--- src/include/rtlsc_cfg.svh ---
/*
  Timing and width constants of the reset timer and load switch control.
  Assumes the core clock period given here and one 100 us timebase tick.
*/
`ifndef RTLSC_CFG_SVH
`define RTLSC_CFG_SVH

// ----------------------------------------------------------------------
// Timebase
// ----------------------------------------------------------------------
`define RTLSC_CLK_NS        5
`define RTLSC_TICK_US       100
`define RTLSC_NS_PER_US     1000
`define RTLSC_CNT_W         17

// ----------------------------------------------------------------------
// Delays in microseconds
// ----------------------------------------------------------------------
`define RTLSC_OFF_QUAL_US   1000
`define RTLSC_OFF_DLY_US    7300000
`define RTLSC_OFF_ZERO_US   600
`define RTLSC_PON_DLY_US    2300000
`define RTLSC_PON_ZERO_US   4000
`define RTLSC_RST_DLY_US    7500000
`define RTLSC_RST_ZERO_US   1000
`define RTLSC_PULSE_US      400000

`endif

--- src/include/rtlsc_pkg.sv ---
/*
  Types shared by the reset timer and load switch control.
  Assumes nothing beyond a SystemVerilog compiler.
*/
package rtlsc_pkg;

  // Sampled control inputs
  typedef struct packed {
    logic rr_n;
    logic wake;
    logic off;
    logic dsel;
  } rtlsc_in_t;

  typedef enum logic [1:0] {
    RTLSC_ST_ON     = 2'b00,
    RTLSC_ST_OFF    = 2'b01,
    RTLSC_ST_OFFDLY = 2'b10,
    RTLSC_ST_PULSE  = 2'b11
  } rtlsc_state_t;

endpackage : rtlsc_pkg

--- src/rtl/rtlsc_top.sv ---
/*
  Control logic of a reset timer driving a battery load switch.
  Assumes all inputs synchronous to i_core_clk; the analog switch and the
  discharge path are driven by the two outputs.
*/
// Notes on behaviour
// Delay select high: off rise held 1 ms starts 7.3 s, then switch opens.
// Reset request or wake during delayed turn-off aborts it, switch stays on.
// Delay select low: qualified off rise opens switch after 0.6 ms.
// Wake high while off closes the switch.
// Reset request low over 2.3 s while off closes the switch.
// Off to on disarms reset; a request held low starts nothing.
// Reset re-arms, counter cleared, only after request returns high.
// Armed and on, request low 7.5 s: switch off 400 ms, then on.
// Release before 7.5 s clears the counter, no pulse.
// Reset pulse off time lies in 320..480 ms, nominal 400 ms.
// Delayed turn-off interval lies in 5.8..8.8 s.
// Zero-delay mode, switch off: turn-on after about 4 ms.
// Zero-delay mode, switch on: reset pulse starts after about 1 ms.
// Output discharge enabled while the switch is off.
// Power-on reset clears all state and ends with switch on.
// Simultaneous triggers: reset request, then wake, then off; others dropped.
// Aborted turn-off needs off low then high again to restart.
// Zero-delay mode needs delay select low before request falls.
// All delays are counters on one timebase over sampled inputs.
`timescale 1ns/100ps
`default_nettype none
`include "rtlsc_cfg.svh"

module rtlsc_top
  import rtlsc_pkg::*;
#(
  parameter int TICK_CYCLES = `RTLSC_TICK_US * `RTLSC_NS_PER_US / `RTLSC_CLK_NS
)
(
  // Clock and reset
  input  wire logic i_core_clk,
  input  wire logic i_rstn,
  // Control inputs
  input  wire logic i_reset_request_n,
  input  wire logic i_wake_input,
  input  wire logic i_off,
  input  wire logic i_delay_select,
  // Switch drive
  output var  logic o_switch_on,
  output var  logic o_discharge_en
);

  localparam int W = `RTLSC_CNT_W;
  typedef logic [W-1:0] rtlsc_cnt_t;

  // Least times round up to whole ticks
  function automatic rtlsc_cnt_t rtlsc_ticks(input int us);
    rtlsc_ticks = W'((us + `RTLSC_TICK_US - 1) / `RTLSC_TICK_US);
  endfunction : rtlsc_ticks

  localparam rtlsc_cnt_t OFF_QUAL_TK = rtlsc_ticks(`RTLSC_OFF_QUAL_US);
  localparam rtlsc_cnt_t OFF_DLY_TK  = rtlsc_ticks(`RTLSC_OFF_DLY_US);
  localparam rtlsc_cnt_t OFF_ZERO_TK = rtlsc_ticks(`RTLSC_OFF_ZERO_US);
  localparam rtlsc_cnt_t PON_DLY_TK  = rtlsc_ticks(`RTLSC_PON_DLY_US);
  localparam rtlsc_cnt_t PON_ZERO_TK = rtlsc_ticks(`RTLSC_PON_ZERO_US);
  localparam rtlsc_cnt_t RST_DLY_TK  = rtlsc_ticks(`RTLSC_RST_DLY_US);
  localparam rtlsc_cnt_t RST_ZERO_TK = rtlsc_ticks(`RTLSC_RST_ZERO_US);
  localparam rtlsc_cnt_t PULSE_TK    = rtlsc_ticks(`RTLSC_PULSE_US);
  localparam rtlsc_cnt_t CNT_ONE     = 17'h00001;
  localparam rtlsc_cnt_t CNT_MAX     = 17'h1FFFF;

  rtlsc_in_t    smp_reg;
  rtlsc_in_t    prv_reg;
  rtlsc_state_t state_reg;
  rtlsc_state_t state_next;
  logic [31:0]  tick_cnt_reg;
  logic         tick_reg;
  rtlsc_cnt_t   timer_reg;
  rtlsc_cnt_t   press_reg;
  rtlsc_cnt_t   qual_reg;
  logic         qual_act_reg;
  logic         armed_reg;
  logic         zero_lat_reg;
  logic         dly_zero_reg;
  logic         rr_fall;
  logic         wake_rise;
  logic         off_rise;
  logic         qual_done;
  rtlsc_cnt_t   dly_target;
  rtlsc_cnt_t   pon_target;
  rtlsc_cnt_t   rst_target;

  // ----------------------------------------------------------------------
  // Input sampling and edges
  // ----------------------------------------------------------------------
  always_ff @(posedge i_core_clk or negedge i_rstn)
  begin
    if (!i_rstn)
    begin
      smp_reg <= '{rr_n: 1'b1, wake: 1'b0, off: 1'b0, dsel: 1'b1};
      prv_reg <= '{rr_n: 1'b1, wake: 1'b0, off: 1'b0, dsel: 1'b1};
    end
    else
    begin
      smp_reg <= '{rr_n: i_reset_request_n, wake: i_wake_input,
                   off: i_off, dsel: i_delay_select};
      prv_reg <= smp_reg;
    end
  end

  assign rr_fall   = prv_reg.rr_n & ~smp_reg.rr_n;
  assign wake_rise = ~prv_reg.wake & smp_reg.wake;
  assign off_rise  = ~prv_reg.off & smp_reg.off;

  // ----------------------------------------------------------------------
  // Timebase
  // ----------------------------------------------------------------------
  always_ff @(posedge i_core_clk or negedge i_rstn)
  begin
    if (!i_rstn)
    begin
      tick_cnt_reg <= 32'h00000000;
      tick_reg     <= 1'b0;
    end
    else if (tick_cnt_reg == 32'(TICK_CYCLES - 1))
    begin
      tick_cnt_reg <= 32'h00000000;
      tick_reg     <= 1'b1;
    end
    else
    begin
      tick_cnt_reg <= tick_cnt_reg + 32'h00000001;
      tick_reg     <= 1'b0;
    end
  end

  // ----------------------------------------------------------------------
  // Press counter, arming and zero-delay latch
  // ----------------------------------------------------------------------
  always_ff @(posedge i_core_clk or negedge i_rstn)
  begin
    if (!i_rstn)
      press_reg <= 17'h00000;
    else if (smp_reg.rr_n)
      press_reg <= 17'h00000;
    else if (tick_reg && press_reg != CNT_MAX)
      press_reg <= press_reg + CNT_ONE;
  end

  // Disarm wins over re-arm so a switch-on with the button released
  // still needs one high sample afterwards.
  always_ff @(posedge i_core_clk or negedge i_rstn)
  begin
    if (!i_rstn)
      armed_reg <= 1'b0;
    else if (state_next == RTLSC_ST_ON && state_reg != RTLSC_ST_ON &&
             state_reg != RTLSC_ST_OFFDLY)
      armed_reg <= 1'b0;
    else if (smp_reg.rr_n)
      armed_reg <= 1'b1;
  end

  // Delay select is judged from the sample before the request fell
  always_ff @(posedge i_core_clk or negedge i_rstn)
  begin
    if (!i_rstn)
      zero_lat_reg <= 1'b0;
    else if (rr_fall)
      zero_lat_reg <= ~prv_reg.dsel;
  end

  assign pon_target = zero_lat_reg ? PON_ZERO_TK : PON_DLY_TK;
  assign rst_target = zero_lat_reg ? RST_ZERO_TK : RST_DLY_TK;
  assign dly_target = dly_zero_reg ? OFF_ZERO_TK : OFF_DLY_TK;

  // ----------------------------------------------------------------------
  // Off qualification: level held 1 ms after a clean rise
  // ----------------------------------------------------------------------
  assign qual_done = qual_act_reg && tick_reg && qual_reg == OFF_QUAL_TK;

  always_ff @(posedge i_core_clk or negedge i_rstn)
  begin
    if (!i_rstn)
    begin
      qual_act_reg <= 1'b0;
      qual_reg     <= 17'h00000;
    end
    else if (state_reg != RTLSC_ST_ON || !smp_reg.off || qual_done)
    begin
      qual_act_reg <= 1'b0;
      qual_reg     <= 17'h00000;
    end
    else if (off_rise && !rr_fall && !wake_rise)
    begin
      qual_act_reg <= 1'b1;
      qual_reg     <= 17'h00000;
    end
    else if (qual_act_reg && tick_reg)
      qual_reg <= qual_reg + CNT_ONE;
  end

  always_ff @(posedge i_core_clk or negedge i_rstn)
  begin
    if (!i_rstn)
      dly_zero_reg <= 1'b0;
    else if (qual_done)
      dly_zero_reg <= ~smp_reg.dsel;
  end

  // ----------------------------------------------------------------------
  // Sequencer
  // ----------------------------------------------------------------------
  always_comb
  begin
    state_next = state_reg;
    unique case (state_reg)
      RTLSC_ST_OFF:
        if (smp_reg.wake)
          state_next = RTLSC_ST_ON;
        else if (!smp_reg.rr_n && press_reg >= pon_target)
          state_next = RTLSC_ST_ON;
      RTLSC_ST_ON:
        if (armed_reg && !smp_reg.rr_n && press_reg >= rst_target)
          state_next = RTLSC_ST_PULSE;
        else if (qual_done)
          state_next = RTLSC_ST_OFFDLY;
      RTLSC_ST_OFFDLY:
        if (rr_fall || wake_rise)
          state_next = RTLSC_ST_ON;
        else if (tick_reg && timer_reg == dly_target - CNT_ONE)
          state_next = RTLSC_ST_OFF;
      RTLSC_ST_PULSE:
        if (tick_reg && timer_reg == PULSE_TK - CNT_ONE)
          state_next = RTLSC_ST_ON;
    endcase
  end

  always_ff @(posedge i_core_clk or negedge i_rstn)
  begin
    if (!i_rstn)
      state_reg <= RTLSC_ST_ON;
    else
      state_reg <= state_next;
  end

  always_ff @(posedge i_core_clk or negedge i_rstn)
  begin
    if (!i_rstn)
      timer_reg <= 17'h00000;
    else if (state_next != state_reg)
      timer_reg <= 17'h00000;
    else if (tick_reg)
      timer_reg <= timer_reg + CNT_ONE;
  end

  // ----------------------------------------------------------------------
  // Outputs
  // ----------------------------------------------------------------------
  always_ff @(posedge i_core_clk or negedge i_rstn)
  begin
    if (!i_rstn)
    begin
      o_switch_on    <= 1'b1;
      o_discharge_en <= 1'b0;
    end
    else
    begin
      o_switch_on    <= state_next == RTLSC_ST_ON || state_next == RTLSC_ST_OFFDLY;
      o_discharge_en <= state_next == RTLSC_ST_OFF || state_next == RTLSC_ST_PULSE;
    end
  end
endmodule : rtlsc_top

`default_nettype wire

--- config.mk ---
export PLATFORM = sky130hd
export DESIGN_NAME = rtlsc_top
export DESIGN_NICKNAME = d
export VERILOG_FILES = /design/src/include/rtlsc_pkg.sv /design/src/rtl/rtlsc_top.sv
export VERILOG_INCLUDE_DIRS = /design/src /design/src/include
export SDC_FILE = /design/constraint.sdc
export NUM_CORES = 1
export LEC_CHECK = 0
export BUFFER_PORTS_ARGS = -buffer_cell sky130_fd_sc_hd__buf_4
export CORE_MARGIN = 8
export CORE_UTILIZATION = 50
export CTS_CLUSTER_SIZE = 16
export DETAILED_ROUTE_END_ITERATION = 12
export PLACE_DENSITY = 0.76
export REMOVE_ABC_BUFFERS = 1
export SYNTH_ARGS = -nofsm -noshare
export SYNTH_HDL_FRONTEND = slang
export SYNTH_SLANG_ARGS = --single-unit
--- constraint.sdc ---
create_clock -name i_core_clk -period 3.5 [get_ports i_core_clk]
set_clock_uncertainty 0.1 [all_clocks]
set_input_delay 0.525 -clock i_core_clk [delete_from_list [all_inputs] [get_ports i_core_clk]]
set_output_delay 0.525 -clock i_core_clk [all_outputs]
set_load 0.02 [all_outputs]
Word level (Yosys, flattened, before mapping)
Cells that the tools add are included.

ROM bits: 0. Memories: 0. Latch bits: 0. RAM bits: 0. Input port bits: 6. Register bits after elaboration: 100.

Eq/ne operators: 13. Reductions and logical operators: 29. Div/mod/pow operators: 0. Order comparisons: 2. Shift-type cells: 0. Multiplexer cells: 24. Multiply operators: 0. Add/sub/neg operators: 5. Bitwise operators: 8.

Operator list (count): $mux 17 (9); $add 17x1->17 const B (3); $add 32x1->32 const B (1); $eq 32x15->1 const B (1); $mux 32 (1); $eq 17x12->1 const B (1); $eq 17x17->1 (1); $eq 17x4->1 const B (1); $ge 17x15->1 (1); $ge 17x17->1 (1); $ne 17x17->1 const B (1); $sub 17x1->17 const B (1); $mux 15 (1); $mux 2 (7); $logic_and 1x1->1 (12); $reduce_bool 2->1 (5); $eq 2x2->1 const B (4); $pmux 2 s4 (1); $logic_or 1x1->1 (5); $mux 1 (5); $not 1->1 (5); $eq 2x1->1 const B (2); $logic_not 1->1 (4); $logic_not 2->1 (2); 4 further kinds (6).

Depth between registers and ports, before layout
Depth in word-level cells: 11. Gate-level depth with buffers: 11. Depth with buffers taken out: 10.

Least setup slack after synthesis
No wires, ideal clock.

Kind: reg-to-reg. Start point: register zero_lat_reg. End point: register timer_reg[10]. Required time: 3.313 ns. Slack: 0.904 ns. Data arrival time: 2.409 ns. Cell stages (with the launch flop): 9. Clock period less this slack: 2.596 ns. Library setup time: 0.087 ns. Buffers on the path: 1. Cells stage by stage: dfrtp_1 ha_1 a2111oi_0 nor2_1 o31a_1 a41oi_2 o311ai_4 buf_8 a211oi_2.

Cells in the longest elaborated chain, start to end: 8.

RTL lines: start, declared (line rtlsc_top.sv:79) `logic zero_lat_reg;`; start signal, assigned (line rtlsc_top.sv:165) `zero_lat_reg <= ~prv_reg.dsel;`; $mux 15 (line rtlsc_top.sv:168) `assign pon_target = zero_lat_reg ? PON_ZERO_TK : PON_DLY_TK;`; $ge 17x15->1 (line rtlsc_top.sv:216) `else if (!smp_reg.rr_n && press_reg >= pon_target)`; $logic_and 1x1->1 (line rtlsc_top.sv:216); $mux 2 (line rtlsc_top.sv:216); $mux 2 (line rtlsc_top.sv:214) `if (smp_reg.wake)`; $pmux 2 s4 * (line rtlsc_top.sv:212) `unique case (state_reg)`; $ne 2x2->1 * (line rtlsc_top.sv:246) `else if (state_next != state_reg)`; $mux 17 / $reduce_bool 2->1 (equally long branches); end signal, assigned (line rtlsc_top.sv:249) `timer_reg <= timer_reg + CNT_ONE;`; end, declared (line rtlsc_top.sv:74) `rtlsc_cnt_t timer_reg;`.

Every way passes the cells marked *; elsewhere a longest branch is shown, timed or not. A chain may end at the register's enable or synchronous reset.

Worst setup path in the final report
Start point: register zero_lat_reg. End point: register timer_reg[0].

Same word-level chain as after synthesis.

==> impl_metrics.json <==
{
  "clkTransAtPathRegs_ns": 0.10,
  "antenna_found_initial": 0,
  "hold_viol": 0,
  "via_per_inst": 5.62,
  "synth_warnings": 0,
  "critPathCaptureType": "flop",
  "cts_htree_levels": 3,
  "use_met1": 0.187,
  "largest_reg_flops": 32,
  "arrival_ns": 3.08,
  "ys_types": 55,
  "cts_resized": 0,
  "use_met2": 0.233,
  "leakagePower_nw": 2.46,
  "crit_type": "flop to flop",
  "cts.path.max_buffers": 2,
  "place_congestion": 0.837,
  "drtIter0Drc": 133,
  "synth_edf_count": 0,
  "synth_top_cell_area_share": 0.450,
  "die_area_sq_um": 14100,
  "start_kind": "flop",
  "num_antenna_cells": 0,
  "nFillCells": 900,
  "wl_per_cell_microns": 14.7,
  "cp_max_fo": 18,
  "synth_area_leaders": "dfrtp_1 45%, xor2_1 7.3%, xnor2_1 5.3%, nor2_1 5.2%, ha_1 4.7%",
  "netlist_area_sq_um": 5290,
  "grt_first_pass_wirelength_microns": 16900,
  "ys_ff_latch": 100,
  "rows": 37,
  "power.density_nw_per_um2": 347,
  "numPortBuffers": 7,
  "grt_overflow_total": 0,
  "remaining_drc_errors": 0,
  "place_hpwl_microns": 6830,
  "max_slew_margin": 0.291,
  "cts.sinks": 100,
  "drtAntennaViolNets": 0,
  "drv_slew": 0,
  "grt_start_max_net_pins": 52,
  "track_usage": 0.142,
  "hp-class": "input port to async pin",
  "worstMarginPinSlew_ns": 1.06,
  "syn_inst": 512,
  "finalCritPeriodShare": 0.851,
  "grt_use_met3": 0.0255,
  "setup_viol": 0,
  "status": "completed",
  "avgSynthCellArea_sq_um": 10.3,
  "cts_tree": "built",
  "ys_seq_area_frac": 0.475,
  "start_util": 0.514,
  "cts_root_buf": "clkbuf_8",
  "ctsHoldBuffers": 0,
  "clk-insertion-delay-late_ns": 0.36,
  "core-area_sq_um": 10300,
  "firstDrtPassIters": 4,
  "ir_worst_vdd_mv": 0.225,
  "num_vias": 3717,
  "required_ns": 3.60,
  "grt_setup_unrepaired": "false",
  "totalPowerFinal_mw": 1.95,
  "finalCriticalPeriod_ns": 2.98,
  "io_pins": 8,
  "grt.busiest_layer": "met2",
  "fmax_mhz": 336,
  "synth-main-ff-cell": "dfrtp_1",
  "routed_wl_microns": 9690,
  "yosys.area.top_type": "dfrtp_1",
  "cts_setup_buffers": 0,
  "multi_input_area_sq_um": 2640,
  "dieWidth_microns": 119,
  "grt_pass1_vias": 3686,
  "cts_buffers": 9,
  "async_flop_share": 1.00,
  "regArea_sq_um": 2510,
  "fp.dieH_microns": 119,
  "fin_setup_tns_ns": 0,
  "drive_gt1_frac": 0.107,
  "maxCapViolCount": 0,
  "area_growth_pct": 6.58,
  "nets": 546
}
[final timing paths]
kind	depth (start not counted)	slack, ns	to	from
min in group i_core_clk	1	0.17	smp_reg[3]$_DFF_PN1_	i_reset_request_n
min	1	0.07	press_reg[6]$_DFFE_PN0P_	i_rstn
max reg2reg	8	0.52	timer_reg[0]$_DFFE_PN0P_	zero_lat_reg$_DFFE_PN0P_
min reg2reg	0	0.28	prv_reg[0]$_DFF_PN1_	smp_reg[0]$_DFF_PN1_
max in group asynchronous	2	2.38	prv_reg[3]$_DFF_PN1_	i_rstn
max	8	0.52	timer_reg[0]$_DFFE_PN0P_	zero_lat_reg$_DFFE_PN0P_
[report_power, final]
group          switching [mW]  total, mW  internal (mW)
Sequential             0.0137       1.18           1.16
Combinational          0.0412     0.0599         0.0187
Clock                   0.383      0.716          0.332
Total                   0.438       1.95           1.51
[layout make-up]
type	count	share of cell area
clock buffers	12	0.0240
well taps	136	0.0302
clock inverters	4	0.00911
multi-input cells	384	0.468
flip-flops and latches	100	0.445
inverters	15	0.00999
repair buffers	10	0.0133
[metrics by stage]
stage               hold slack (ns)  worst slack, ns  instances  instance area [sq um]   util
floorplan                     0.129            0.909        499                   5200      -
global placement              0.266            0.592        645                   5450  0.530
detailed placement            0.266            0.547        645                   5450  0.530
CTS                          0.0923            0.552        661                   5630  0.548
global route                  0.140            0.322        661                   5630  0.548
finish                       0.0724            0.522        661                   5630  0.548
[cells in the mapped netlist, types with 3 or more instances]
cell	n
a211oi_2	16
a21o_1	3
a21oi_1	6
and3_1	11
and4_1	6
buf_2	3
clkbuf_1	5
dfrtp_1	95
dfstp_2	5
ha_1	20
inv_1	15
nand2_1	45
nand3_1	27
nand4_1	15
nor2_1	73
nor2b_1	3
nor3_1	13
nor4_1	14
nor4b_1	5
o211ai_1	3
o21a_1	3
o21ai_0	5
o31a_1	4
o31ai_1	3
xnor2_1	32
xor2_1	44
[layer usage]
metal  share of wire  up-vias  wire length, microns
met5               0        -                     0
met4           0.013        0                   128
met3           0.028       12                   267
met2            0.48       44                  4670
met1            0.48     1846                  4620
li1                -     1815                     -
[worst max-delay path, cell delays in order (launching register included)]
cell      delay (ns)
dfrtp_1         0.66
inv_1           0.11
ha_1            0.30
and3_1          0.15
a221o_1         0.14
a21oi_1         0.06
nor2_1          0.23
o31a_1          0.87
a211oi_1        0.19
[placed cells by master (no fill, tap or decap), drive strengths merged, types with 3 or more instances in the layout]
| cell | instances |
|---|---|
| dfstp | 5 |
| nor4 | 14 |
| buf | 10 |
| nor2 | 73 |
| a2111oi | 3 |
| or3 | 3 |
| o211ai | 3 |
| and4 | 6 |
| o21ai | 6 |
| nand4 | 16 |
| o31ai | 3 |
| o21a | 3 |
| nand2 | 45 |
| nor4b | 5 |
| dfrtp | 95 |
| inv | 15 |
| nor3 | 13 |
| nand3 | 27 |
| and3 | 11 |
| xor2 | 44 |
| clkbuf | 12 |
| or2 | 3 |
| nor3b | 3 |
| nor2b | 3 |
| xnor2 | 32 |
| a21oi | 6 |
| a21o | 3 |
| or4 | 3 |
| ha | 20 |
| a211oi | 18 |
| o31a | 4 |
[logic make-up (layout without fill, tap and decap cells)]
| kind of cell | after synthesis | count (layout) | share of synthesized area |
|---|---|---|---|
| buf+inv | 28 | 41 | 0.0265 |
| xor+xnor | 76 | 76 | 0.126 |
| flops | 100 | 100 | 0.475 |
| fa+ha+maj | 20 | 20 | 0.0473 |
| simple gates | 228 | 228 | 0.216 |
| mux | 2 | 2 | 0.00379 |
| compound gates | 58 | 58 | 0.106 |
Power figures use the tool's default switching activity.
